==> src/rtl/swsts_pkg.sv <==
// Constants for the single-wire bus master: timings, cycle counts and command codes
package swsts_pkg;
   localparam int CLK_PERIOD_NS = 5;
   // Times in ns
   localparam int WRITE_ONE_LOW_MAX_NS = 15000;
   localparam int WRITE_ONE_LOW_NS = 6000;
   localparam int WRITE_ZERO_LOW_MIN_NS = 60000;
   localparam int WRITE_ZERO_LOW_WINDOW_NS = 60000;
   localparam int READ_LOW_TIME_NS = 6000;
   localparam int EARLIEST_SAMPLE_INSTANT_NS = 6000;
   localparam int LATEST_SAMPLE_INSTANT_NS = 15000;
   localparam int SAMPLE_INSTANT_NS = 13000;
   localparam int SLOT_TIME_NS = 70000;
   localparam int SLOT_RECOVERY_TIME_NS = 5000;
   localparam int RESET_LOW_NS = 480000;
   localparam int PRESENCE_SAMPLE_NS = 70000;
   localparam int RESET_HIGH_NS = 480000;
   // Cycle counts: least times round up, longest times round down
   localparam int CYC_WRITE_ONE_LOW =
      (WRITE_ONE_LOW_NS + CLK_PERIOD_NS - 1) / CLK_PERIOD_NS;
   localparam int CYC_READ_LOW =
      (READ_LOW_TIME_NS + CLK_PERIOD_NS - 1) / CLK_PERIOD_NS;
   localparam int CYC_SAMPLE = SAMPLE_INSTANT_NS / CLK_PERIOD_NS;
   localparam int CYC_RECOVERY =
      (SLOT_RECOVERY_TIME_NS + CLK_PERIOD_NS - 1) / CLK_PERIOD_NS;
   localparam int CYC_WRITE_ZERO_LOW =
      (WRITE_ZERO_LOW_WINDOW_NS + CLK_PERIOD_NS - 1) / CLK_PERIOD_NS;
   localparam int CYC_SLOT = (SLOT_TIME_NS + CLK_PERIOD_NS - 1) / CLK_PERIOD_NS;
   localparam int CYC_RESET_LOW = (RESET_LOW_NS + CLK_PERIOD_NS - 1) / CLK_PERIOD_NS;
   localparam int CYC_PRESENCE_SAMPLE =
      (RESET_LOW_NS + PRESENCE_SAMPLE_NS) / CLK_PERIOD_NS;
   localparam int CYC_RESET_SLOT =
      (RESET_LOW_NS + RESET_HIGH_NS + CLK_PERIOD_NS - 1) / CLK_PERIOD_NS;
   localparam int CNT_W = 18;
   // Commands
   localparam logic [1:0] CMD_RESET = 2'h0;
   localparam logic [1:0] CMD_WRITE = 2'h1;
   localparam logic [1:0] CMD_READ = 2'h2;
   // Result word: bit 1 = set for a reset result, bit 0 = value (presence or read bit)
   localparam int RES_W = 2;
   localparam int RES_KIND_BIT = 1;
   localparam int RES_VALUE_BIT = 0;
endpackage

==> src/rtl/swsts_master.sv <==
// Single-wire bus master: reset/presence, write and read time slots with result buffer
`timescale 1ns/1ps
module swsts_master
   import swsts_pkg::*;
#(
   parameter int WRITE_ZERO_LOW_CYC = CYC_WRITE_ZERO_LOW,
   parameter int SLOT_CYC = CYC_SLOT,
   parameter int RESET_LOW_CYC = CYC_RESET_LOW,
   parameter int PRESENCE_SAMPLE_CYC = CYC_PRESENCE_SAMPLE,
   parameter int RESET_SLOT_CYC = CYC_RESET_SLOT
) (
   input wire logic clock_in,
   input wire logic rstn_in,
   input wire logic enable_in,
   input wire logic cmd_valid_in,
   output logic cmd_ready_out,
   input wire logic [1:0] cmd_code_in,
   input wire logic cmd_bit_in,
   output logic res_valid_out,
   input wire logic res_ready_in,
   output logic [RES_W-1:0] res_data_out,
   output logic busy_out,
   input wire logic line_in,
   output logic line_out,
   output logic line_oe_out
);
   localparam logic [CNT_W-1:0] W1_LOW = CNT_W'(CYC_WRITE_ONE_LOW);
   localparam logic [CNT_W-1:0] RD_LOW = CNT_W'(CYC_READ_LOW);
   localparam logic [CNT_W-1:0] SAMPLE_AT = CNT_W'(CYC_SAMPLE);
   localparam logic [CNT_W-1:0] REC_LEN = CNT_W'(CYC_RECOVERY);
   localparam logic [CNT_W-1:0] W0_LOW = CNT_W'(WRITE_ZERO_LOW_CYC);
   localparam logic [CNT_W-1:0] SLOT_LEN = CNT_W'(SLOT_CYC);
   localparam logic [CNT_W-1:0] RST_LOW = CNT_W'(RESET_LOW_CYC);
   localparam logic [CNT_W-1:0] PRES_AT = CNT_W'(PRESENCE_SAMPLE_CYC);
   localparam logic [CNT_W-1:0] RST_LEN = CNT_W'(RESET_SLOT_CYC);
   localparam logic [CNT_W-1:0] CNT_ONE = CNT_W'(1);

   typedef enum logic [1:0] {ST_IDLE, ST_SLOT, ST_RECOVER} swsts_state_e;

   // Line synchroniser
   logic line_meta;
   logic line_sync;
   always_ff @(posedge clock_in or negedge rstn_in) begin
      if (!rstn_in) begin
         line_meta <= 1'b1;
         line_sync <= 1'b1;
      end else if (enable_in) begin
         line_meta <= line_in;
         line_sync <= line_meta;
      end
   end

   // Result buffer, two entries, head entry presented at the output
   logic [RES_W-1:0] buf_data [0:1];
   logic [1:0] buf_count;
   logic [RES_W-1:0] next_buf_data [0:1];
   logic [1:0] next_buf_count;
   logic push;
   logic [RES_W-1:0] push_data;
   logic pop;
   logic buf_in_ready;

   assign buf_in_ready = (buf_count != 2'h2);
   assign pop = enable_in && res_valid_out && res_ready_in;
   assign res_valid_out = (buf_count != 2'h0);
   assign res_data_out = buf_data[0];

   always_comb begin
      next_buf_data[0] = buf_data[0];
      next_buf_data[1] = buf_data[1];
      next_buf_count = buf_count;
      if (pop) begin
         next_buf_data[0] = buf_data[1];
         next_buf_count = next_buf_count - 2'h1;
      end
      if (push && buf_in_ready) begin
         next_buf_data[next_buf_count[0]] = push_data;
         next_buf_count = next_buf_count + 2'h1;
      end
   end

   always_ff @(posedge clock_in or negedge rstn_in) begin
      if (!rstn_in) begin
         buf_data[0] <= '0;
         buf_data[1] <= '0;
         buf_count <= 2'h0;
      end else if (enable_in) begin
         buf_data[0] <= next_buf_data[0];
         buf_data[1] <= next_buf_data[1];
         buf_count <= next_buf_count;
      end
   end

   // Slot sequencer
   swsts_state_e state;
   swsts_state_e next_state;
   logic [CNT_W-1:0] cnt;
   logic [CNT_W-1:0] next_cnt;
   logic [CNT_W-1:0] low_len;
   logic [CNT_W-1:0] next_low_len;
   logic [CNT_W-1:0] sample_at;
   logic [CNT_W-1:0] next_sample_at;
   logic [CNT_W-1:0] slot_len;
   logic [CNT_W-1:0] next_slot_len;
   logic wants_result;
   logic next_wants_result;
   logic is_reset;
   logic next_is_reset;
   logic sampled;
   logic next_sampled;
   logic drive_low;
   logic next_drive_low;
   logic cmd_take;

   // Accept only when a result, if any, is sure to find room
   assign cmd_ready_out = (state == ST_IDLE) && buf_in_ready;
   assign cmd_take = enable_in && cmd_valid_in && cmd_ready_out;

   always_comb begin
      next_state = state;
      next_cnt = cnt;
      next_low_len = low_len;
      next_sample_at = sample_at;
      next_slot_len = slot_len;
      next_wants_result = wants_result;
      next_is_reset = is_reset;
      next_sampled = sampled;
      next_drive_low = 1'b0;
      push = 1'b0;
      push_data = '0;
      push_data[RES_KIND_BIT] = is_reset;
      push_data[RES_VALUE_BIT] = sampled;
      case (state)
         ST_IDLE: begin
            if (cmd_take) begin
               next_state = ST_SLOT;
               next_cnt = CNT_ONE;
               next_drive_low = 1'b1;
               next_sampled = 1'b0;
               next_is_reset = (cmd_code_in == CMD_RESET);
               next_wants_result = (cmd_code_in != CMD_WRITE);
               next_slot_len = SLOT_LEN;
               next_sample_at = SAMPLE_AT;
               if (cmd_code_in == CMD_RESET) begin
                  next_low_len = RST_LOW;
                  next_sample_at = PRES_AT;
                  next_slot_len = RST_LEN;
               end else if (cmd_code_in != CMD_WRITE) begin
                  // Unused code 3 runs as a read, with the short read low time
                  next_low_len = RD_LOW;
               end else if (cmd_bit_in) begin
                  next_low_len = W1_LOW;
               end else begin
                  next_low_len = W0_LOW;
               end
            end
         end
         ST_SLOT: begin
            next_cnt = cnt + CNT_ONE;
            next_drive_low = (next_cnt < low_len);
            if (cnt == sample_at) begin
               // Read: low line means zero; reset: low line means presence
               next_sampled = is_reset ? !line_sync : line_sync;
            end
            if (cnt >= slot_len) begin
               next_state = ST_RECOVER;
               next_cnt = '0;
               next_drive_low = 1'b0;
            end
         end
         ST_RECOVER: begin
            // Recovery time counts only once the line is seen high
            if (!line_sync) begin
               next_cnt = '0;
            end else begin
               next_cnt = cnt + CNT_ONE;
            end
            if (cnt >= REC_LEN) begin
               next_state = ST_IDLE;
               push = wants_result;
            end
         end
         default: begin
            next_state = ST_IDLE;
            next_cnt = '0;
         end
      endcase
   end

   always_ff @(posedge clock_in or negedge rstn_in) begin
      if (!rstn_in) begin
         state <= ST_IDLE;
         cnt <= '0;
         low_len <= '0;
         sample_at <= '0;
         slot_len <= '0;
         wants_result <= 1'b0;
         is_reset <= 1'b0;
         sampled <= 1'b0;
         drive_low <= 1'b0;
      end else if (enable_in) begin
         state <= next_state;
         cnt <= next_cnt;
         low_len <= next_low_len;
         sample_at <= next_sample_at;
         slot_len <= next_slot_len;
         wants_result <= next_wants_result;
         is_reset <= next_is_reset;
         sampled <= next_sampled;
         drive_low <= next_drive_low;
      end
   end

   assign line_out = 1'b0;
   assign line_oe_out = drive_low;
   assign busy_out = (state != ST_IDLE);
endmodule

==> config.mk <==
export PLATFORM = sky130hd
export DESIGN_NAME = swsts_master
export DESIGN_NICKNAME = d
export VERILOG_FILES = /design/src/rtl/swsts_pkg.sv /design/src/rtl/swsts_master.sv
export SDC_FILE = /design/constraint.sdc
export NUM_CORES = 1
export LEC_CHECK = 0
export ABC_AREA = 1
export ABC_CLOCK_PERIOD_IN_PS = 4800
export BUFFER_PORTS_ARGS = -buffer_cell sky130_fd_sc_hd__buf_4
export CAP_MARGIN = 15
export CORE_ASPECT_RATIO = 1.5
export CORE_MARGIN = 2
export CORE_UTILIZATION = 45
export CTS_BUF_LIST = sky130_fd_sc_hd__clkbuf_16
export DETAILED_ROUTE_END_ITERATION = 7
export GPL_ROUTABILITY_DRIVEN = 0
export HOLD_SLACK_MARGIN = 0.12
export SYNTH_ARGS = -nofsm -noshare
export SYNTH_HDL_FRONTEND = slang
export SYNTH_SLANG_ARGS = --single-unit
==> constraint.sdc <==
create_clock -name clock_in -period 4.8 [get_ports clock_in]
set_clock_uncertainty 0.1 [all_clocks]
set_input_delay 0.48 -clock clock_in [delete_from_list [all_inputs] [get_ports clock_in]]
set_output_delay 0.48 -clock clock_in [all_outputs]
set_load 0.02 [all_outputs]
Word-level counts from Yosys, hierarchy flattened
Cells that the tools add are included.
{"block": "totals", "latch_bits": 0, "out_inout_bits": 7, "n_memories": 0, "ramBits": 0, "rom_bits": 0, "register_bits": 86, "in_bits": 9}
{"block": "op_classes", "eq_ne": 9, "muxes": 29, "shifts": 0, "n_reduce_logical": 18, "bitwise_logic": 1, "multipliers": 0, "magnitude_cmp": 5, "add_sub_neg": 3, "n_div": 0}
{"cell": "two-way mux 18 bit", "count": 4}
{"cell": "case mux 18 bit (3 select lines)", "count": 1}
{"cell": "two-way mux 17 bit", "count": 2}
{"cell": "two-way mux 14 bit", "count": 2}
{"cell": "adder 18 x 1 -> 18 bit (second input constant)", "count": 1}
{"cell": "equality test 18 bit", "count": 1}
{"cell": ">= comparator 18 x 10 -> 1 bit (second input constant)", "count": 1}
{"cell": ">= comparator 18 bit", "count": 1}
{"cell": "< comparator 18 bit", "count": 1}
{"cell": "two-way mux 2 bit", "count": 7}
{"cell": "inequality test 2 bit (second input constant)", "count": 5}
{"cell": "AND reduction 4 bit", "count": 2}
{"cell": "logical AND 1 bit", "count": 7}
{"cell": "two-way mux 1 bit", "count": 7}
{"cell": "case mux 2 bit (3 select lines)", "count": 1}
{"cell": "nonzero test 2 bit", "count": 3}
{"cell": "bitwise mux 4 bit", "count": 1}
{"cell": "zero test 2 bit", "count": 2}
{"cell": "two-way mux 4 bit", "count": 1}
{"cell": "case mux 1 bit (2 select lines)", "count": 2}
{"cell": "AND reduction 2 bit", "count": 2}
{"cell": "AND reduction 3 bit", "count": 1}
{"cell": "adder 2 x 1 -> 2 bit (second input constant)", "count": 1}
{"cell": "demux 2 bit (select 1 bit)", "count": 1}
{"cell": "other kinds (8)", "count": 8}

Logic depth before layout (Yosys ltp)
{"block": "logic_depth", "ltp_word": 11, "mapped_depth": 19, "ltp_nobuf": 19}

Worst setup path after synthesis
OpenSTA, ideal clock, no wires.
{"block": "synth_path", "path_kind": "flip-flop to flip-flop", "start": "register cnt[0]", "end": "register drive_low (netlist: line_oe_out)", "slack_ps": 2393, "arrival_time_ps": 2191, "path_stages_with_launch": 19, "synth_period_minus_slack_ps": 2407, "cell_sequence": "dfrtp_1 -> ha_1 -> nand3_1 -> nor2_2 -> nand2_1 -> nor2_2 -> nand2_1 -> nor2_1 -> nand2_1 -> xor2_1 -> inv_1 -> ha_1 -> nand2_1 -> nor3_1 -> nand2_1 -> nand2_1 -> nand2_1 -> nand2_1 -> nand2_1"}
{"block": "synth_via", "elab_chain_len": 4, "word_cells_on_any_way": 5, "classes_between": "1 x add/sub; 2 x order compare; 2 x mux"}
{"item": "start: declaration", "line": "swsts_master.sv:97", "text": "logic [CNT_W-1:0] cnt;"}
{"item": "start signal: assignment", "line": "swsts_master.sv:203", "text": "cnt <= next_cnt;"}
{"item": "adder 18 x 1 -> 18 bit", "line": "swsts_master.sv:159", "text": "next_cnt = cnt + CNT_ONE;"}
{"item": "< comparator 18 bit", "line": "swsts_master.sv:160", "text": "next_drive_low = (next_cnt < low_len);"}
{"item": "two-way mux 1 bit *", "line": "swsts_master.sv:165", "text": "if (cnt >= slot_len) begin"}
{"item": "case mux 1 bit (2 select lines) *", "line": "swsts_master.sv:133", "text": "case (state)"}
{"item": "end signal: assignment", "line": "swsts_master.sv:210", "text": "drive_low <= next_drive_low;"}
{"item": "end: declaration", "line": "swsts_master.sv:111", "text": "logic drive_low;"}
Mark *: on every way between the ends. The rest lies on a longest branch, timed or not.
A chain may end at the register's enable or synchronous reset.

Worst setup path in the final report
{"block": "layout_path", "start": "register cnt[1]", "end": "register drive_low (netlist: line_oe_out)"}
The elaborated chain is that of the path after synthesis.

==> metrics.md <==
| Metric | Value |
|---|---|
| CP max-delay cell | dfrtp_1 |
| Clock Pin Slew Worst Setup and Hold Paths | roughly 60 ps |
| Final Hold Viols | 0 |
| Hold-fix buffers at CTS | 1 |
| Remaining antenna violation count | 0 |
| DRT Wirelength | approximately 7600 µm |
| Clk Latency, worst-skew pair | ~280 ps |
| Port bufs | 14 |
| RSZ-0062 raised after global routing | no |
| Leakage | around 1.7 nW |
| Hold Crit Start | line_in |
| R2R Setup Slk | roughly 2000 ps |
| Total core area | a little over 0.006 mm² |
| Rel. slew slack | about two thirds |
| Total Neg Setup Slack | 0 ps |
| Die Ht | roughly 100 µm |
| Slew @ Worst Pin | 526.6 ps |
| Max H-tree Level | 2 |
| Fmax | 355.1 MHz |
| Most common cell after layout, fill and taps aside | nand2_1 |
| Syn avg cell area | approximately 7.0 µm² |
| WHS | between 300 and 400 ps |
| Fin crit share | approximately three fifths |
| CTS tree | built |
| Share of layout cells above drive strength 1 | between 8 and 9% |
| Seq/Total Area, Yosys | about 33% |
| FFs w/ async S/R, synth | 100.0% |
| Seq cells post-synth | 37 |
| CP required | 4870 ps |
| Syn Nets | between 400 and 500 |
| Hold WC Path Type | in2reg |
| Longest Clk Path Bufs | 2 |
| Top post-synthesis cells by area | dfrtp_1 31%, nand2_1 17%, ha_1 11% |
| Sink Count | 37 |
| CP Launch Type | flop |
| Max cap viols | 0 |
| Largest net degree at the start of global routing | 38 |
| RR Endpoint | line_oe_out |
| Post-synth top area share | between 30% and 40% |
| Mux contribution to synthesized area | 0% |
| Synth Cell Area | between 0.002 and 0.003 mm² |
| Final Setup Violations | 0 |
| Reg power frac | between 40% and 50% |
| Final-report max-slew violation count | 0 |
| Die Wd | 68.74 µm |
| Cell internal pwr | ~630 µW |
| Synth Area in Simple Gates | 29.37% |
| Post-synth EDFFs | 0 |
| Detailed Route Iter0 Violations | between 100 and 150 |
| Sw Ratio | about a third |
| Synth Area in Adders | between 10% and 20% |
| Logic pwr share | around a quarter |
| XOR/XNOR Fraction of Synth Area | between 4 and 5% |
| Power density cells | just over 300 mW/mm² |
| Synth Instances | about 400 |
| DR pass1 iterations | 5 |
| Clock root buffer master | clkbuf_16 |
| Post-synth cell types | 34 |
| Post-CTS setup buffers | 0 |
| Vias | roughly 2500 |
| Reg2reg start | cnt[1] |
| Starting density of the core | a little under half |
| Minimum clock period | ~2800 ps |
| Vias in the first global route | around 2600 |
| Total die area | 0.006950 mm² |
| DR DRC count | 0 |
| CP cell instances | ha_1, nand3_1, nor2_2, nand2_1, nor2_2, nand2_1, nor2_1, nand2_1, xor2_1, inv_1, ha_1, nand2_1, nor3_1, nand2_1, nand2_1, nand2_1, nand2_1, nand2_1 |
| Cell mode on critical path | nand2_1 |
| Worst hold path endpoint | line_meta |
| Initial antenna violation count | 0 |
| CP arrival | approximately 2900 ps |
| Worst R2R Path Depth | 18 |
| Max rail drop VDD | 302.1 µV |
| Routed wire length per instance | between 15 and 20 µm |
| Critical path type | reg2reg |
| Syn. warnings | 0 |
| Cell taking the most area after synthesis | dfrtp_1 |
| Ports | 16 |
| Number of buffers created by CTS | 5 |
| Nets | 447 |
| Main combinational cell family by area after synthesis | simple AND/OR/NAND/NOR gates |
| Fillcell total | ~640 |
| Status | finished, final reports clean |
| Number of gates resized after cts | 0 |
| Synth Area in Compound Gates | between 10% and 20% |
| CP max stage delay | about 400 ps |
| Ys flop type | dfrtp_1 |
| Row count | 35 |
| Clock power share | between 30% and 40% |
| First-pass GRT wire length | around 13000 µm |
| Vias per inst | 5.131 |
| Worst-path fanout max | 3 |
| CP endpoint kind | flop |
| Diodes inserted | 0 |
| Gr usage total | 24.75% |
| Commonest non-fill, non-tap cells in the layout | 129 x nand2_1, 58 x inv_1, 35 x dfrtp_1 |
| Sw Pwr | about 330 µW |
| Hold Path Depth | 3 |
| Synth-to-layout area growth | 9.597% |
| Hpwl dp | approximately 5900 µm |
| Grt ovf | 0 |
## through the flow
step	power (mW)	worst slack [ps]	instances	utilization [%]	instance area [µm²]
after floorplan	0.5698	2393	402	-	2829
after global placement	0.6358	1960	478	48.18	2954
after detailed placement	0.6371	1970	478	48.18	2954
after CTS	0.9587	1940	487	50.57	3100
after global routing	1.007	1644	487	50.57	3100
final	0.9568	1984	487	50.57	3100
## state kept, by name, summed over array words and instances, names as in the netlist, named ones only
register,cells
cnt,18
low_len,3
slot_len,3
buf_count,2
res_data_out,2
state,2
line_meta,1
line_oe_out,1
line_sync,1
sampled,1
wants_result,1
## area by class of cell
cell class	count	area [µm²]	share of cell area (%)
multi-input cells	294	1604	51.74
flip-flops and latches	37	928.4	29.94
inverters	59	224.0	7.224
clock buffers	5	125.1	4.036
repair buffers	15	115.1	3.713
well taps	74	92.59	2.986
clock inverters	3	11.26	0.3632
## synth_stat cells, types with 2 or more instances
cell      number
dfrtp_1       35
dfstp_2        2
nand3_1       14
a211oi_1       2
buf_4          3
a21oi_1       12
nor2_4         2
inv_1         56
buf_2          6
xor2_1        15
and2_1         2
nand2_1      129
o211ai_1       2
inv_2          2
o21ai_0       29
ha_1          26
nor2_2         4
nand4_1        7
nor3_1        11
nor2_1        28
o21ai_4        2
## worst max-delay path: cells and delay by family, from the launching register on
kind | cells | cell delay (ps)
buffers and inverters | 1 | 70
AND/OR/NAND/NOR | 14 | 1410
flip-flops | 1 | 390
XOR/XNOR | 1 | 200
adder cells (fa/ha/maj) | 2 | 500
## power groups by stage
stage,registers (mW),logic [mW],clock network (mW)
detailed placement,0.406,0.231,0
global placement,0.406,0.230,0
finish,0.402,0.233,0.322
global route,0.408,0.263,0.336
CTS,0.401,0.234,0.323
floorplan,0.379,0.191,0
## kinds of logic (layout without fill, tap and decap cells)
| group | after synthesis | count (layout) |
|---|---|---|
| AND/OR/NAND/NOR | 199 | 199 |
| buffers and inverters | 71 | 82 |
| AO/OA/AOI/OAI | 52 | 52 |
| flip-flops | 37 | 37 |
| adder cells (fa/ha/maj) | 26 | 26 |
| XOR/XNOR | 16 | 16 |
| other | 1 | 1 |
## layer usage
metal | up-vias | global-route usage [%] | routed length, µm
met3 | 13 | 2.905 | 181
li1 | 1286 | - | -
met5 | - | 0 | 0
met4 | 0 | 8.748 | 161
met2 | 61 | 46.89 | 4281
met1 | 1139 | 27.14 | 2969
## worst max path at each step
stage                start           to  slack (ps)  cells past startpoint
floorplan           cnt[0]  line_oe_out        2390                     18
global placement    cnt[0]  line_oe_out        1960                     18
detailed placement  cnt[1]  line_oe_out        1970                     18
CTS                 cnt[1]  line_oe_out        1940                     18
global route        cnt[1]  line_oe_out        1640                     18
finish              cnt[1]  line_oe_out        1980                     18
Note: power is estimated with default switching activity, not from simulation.
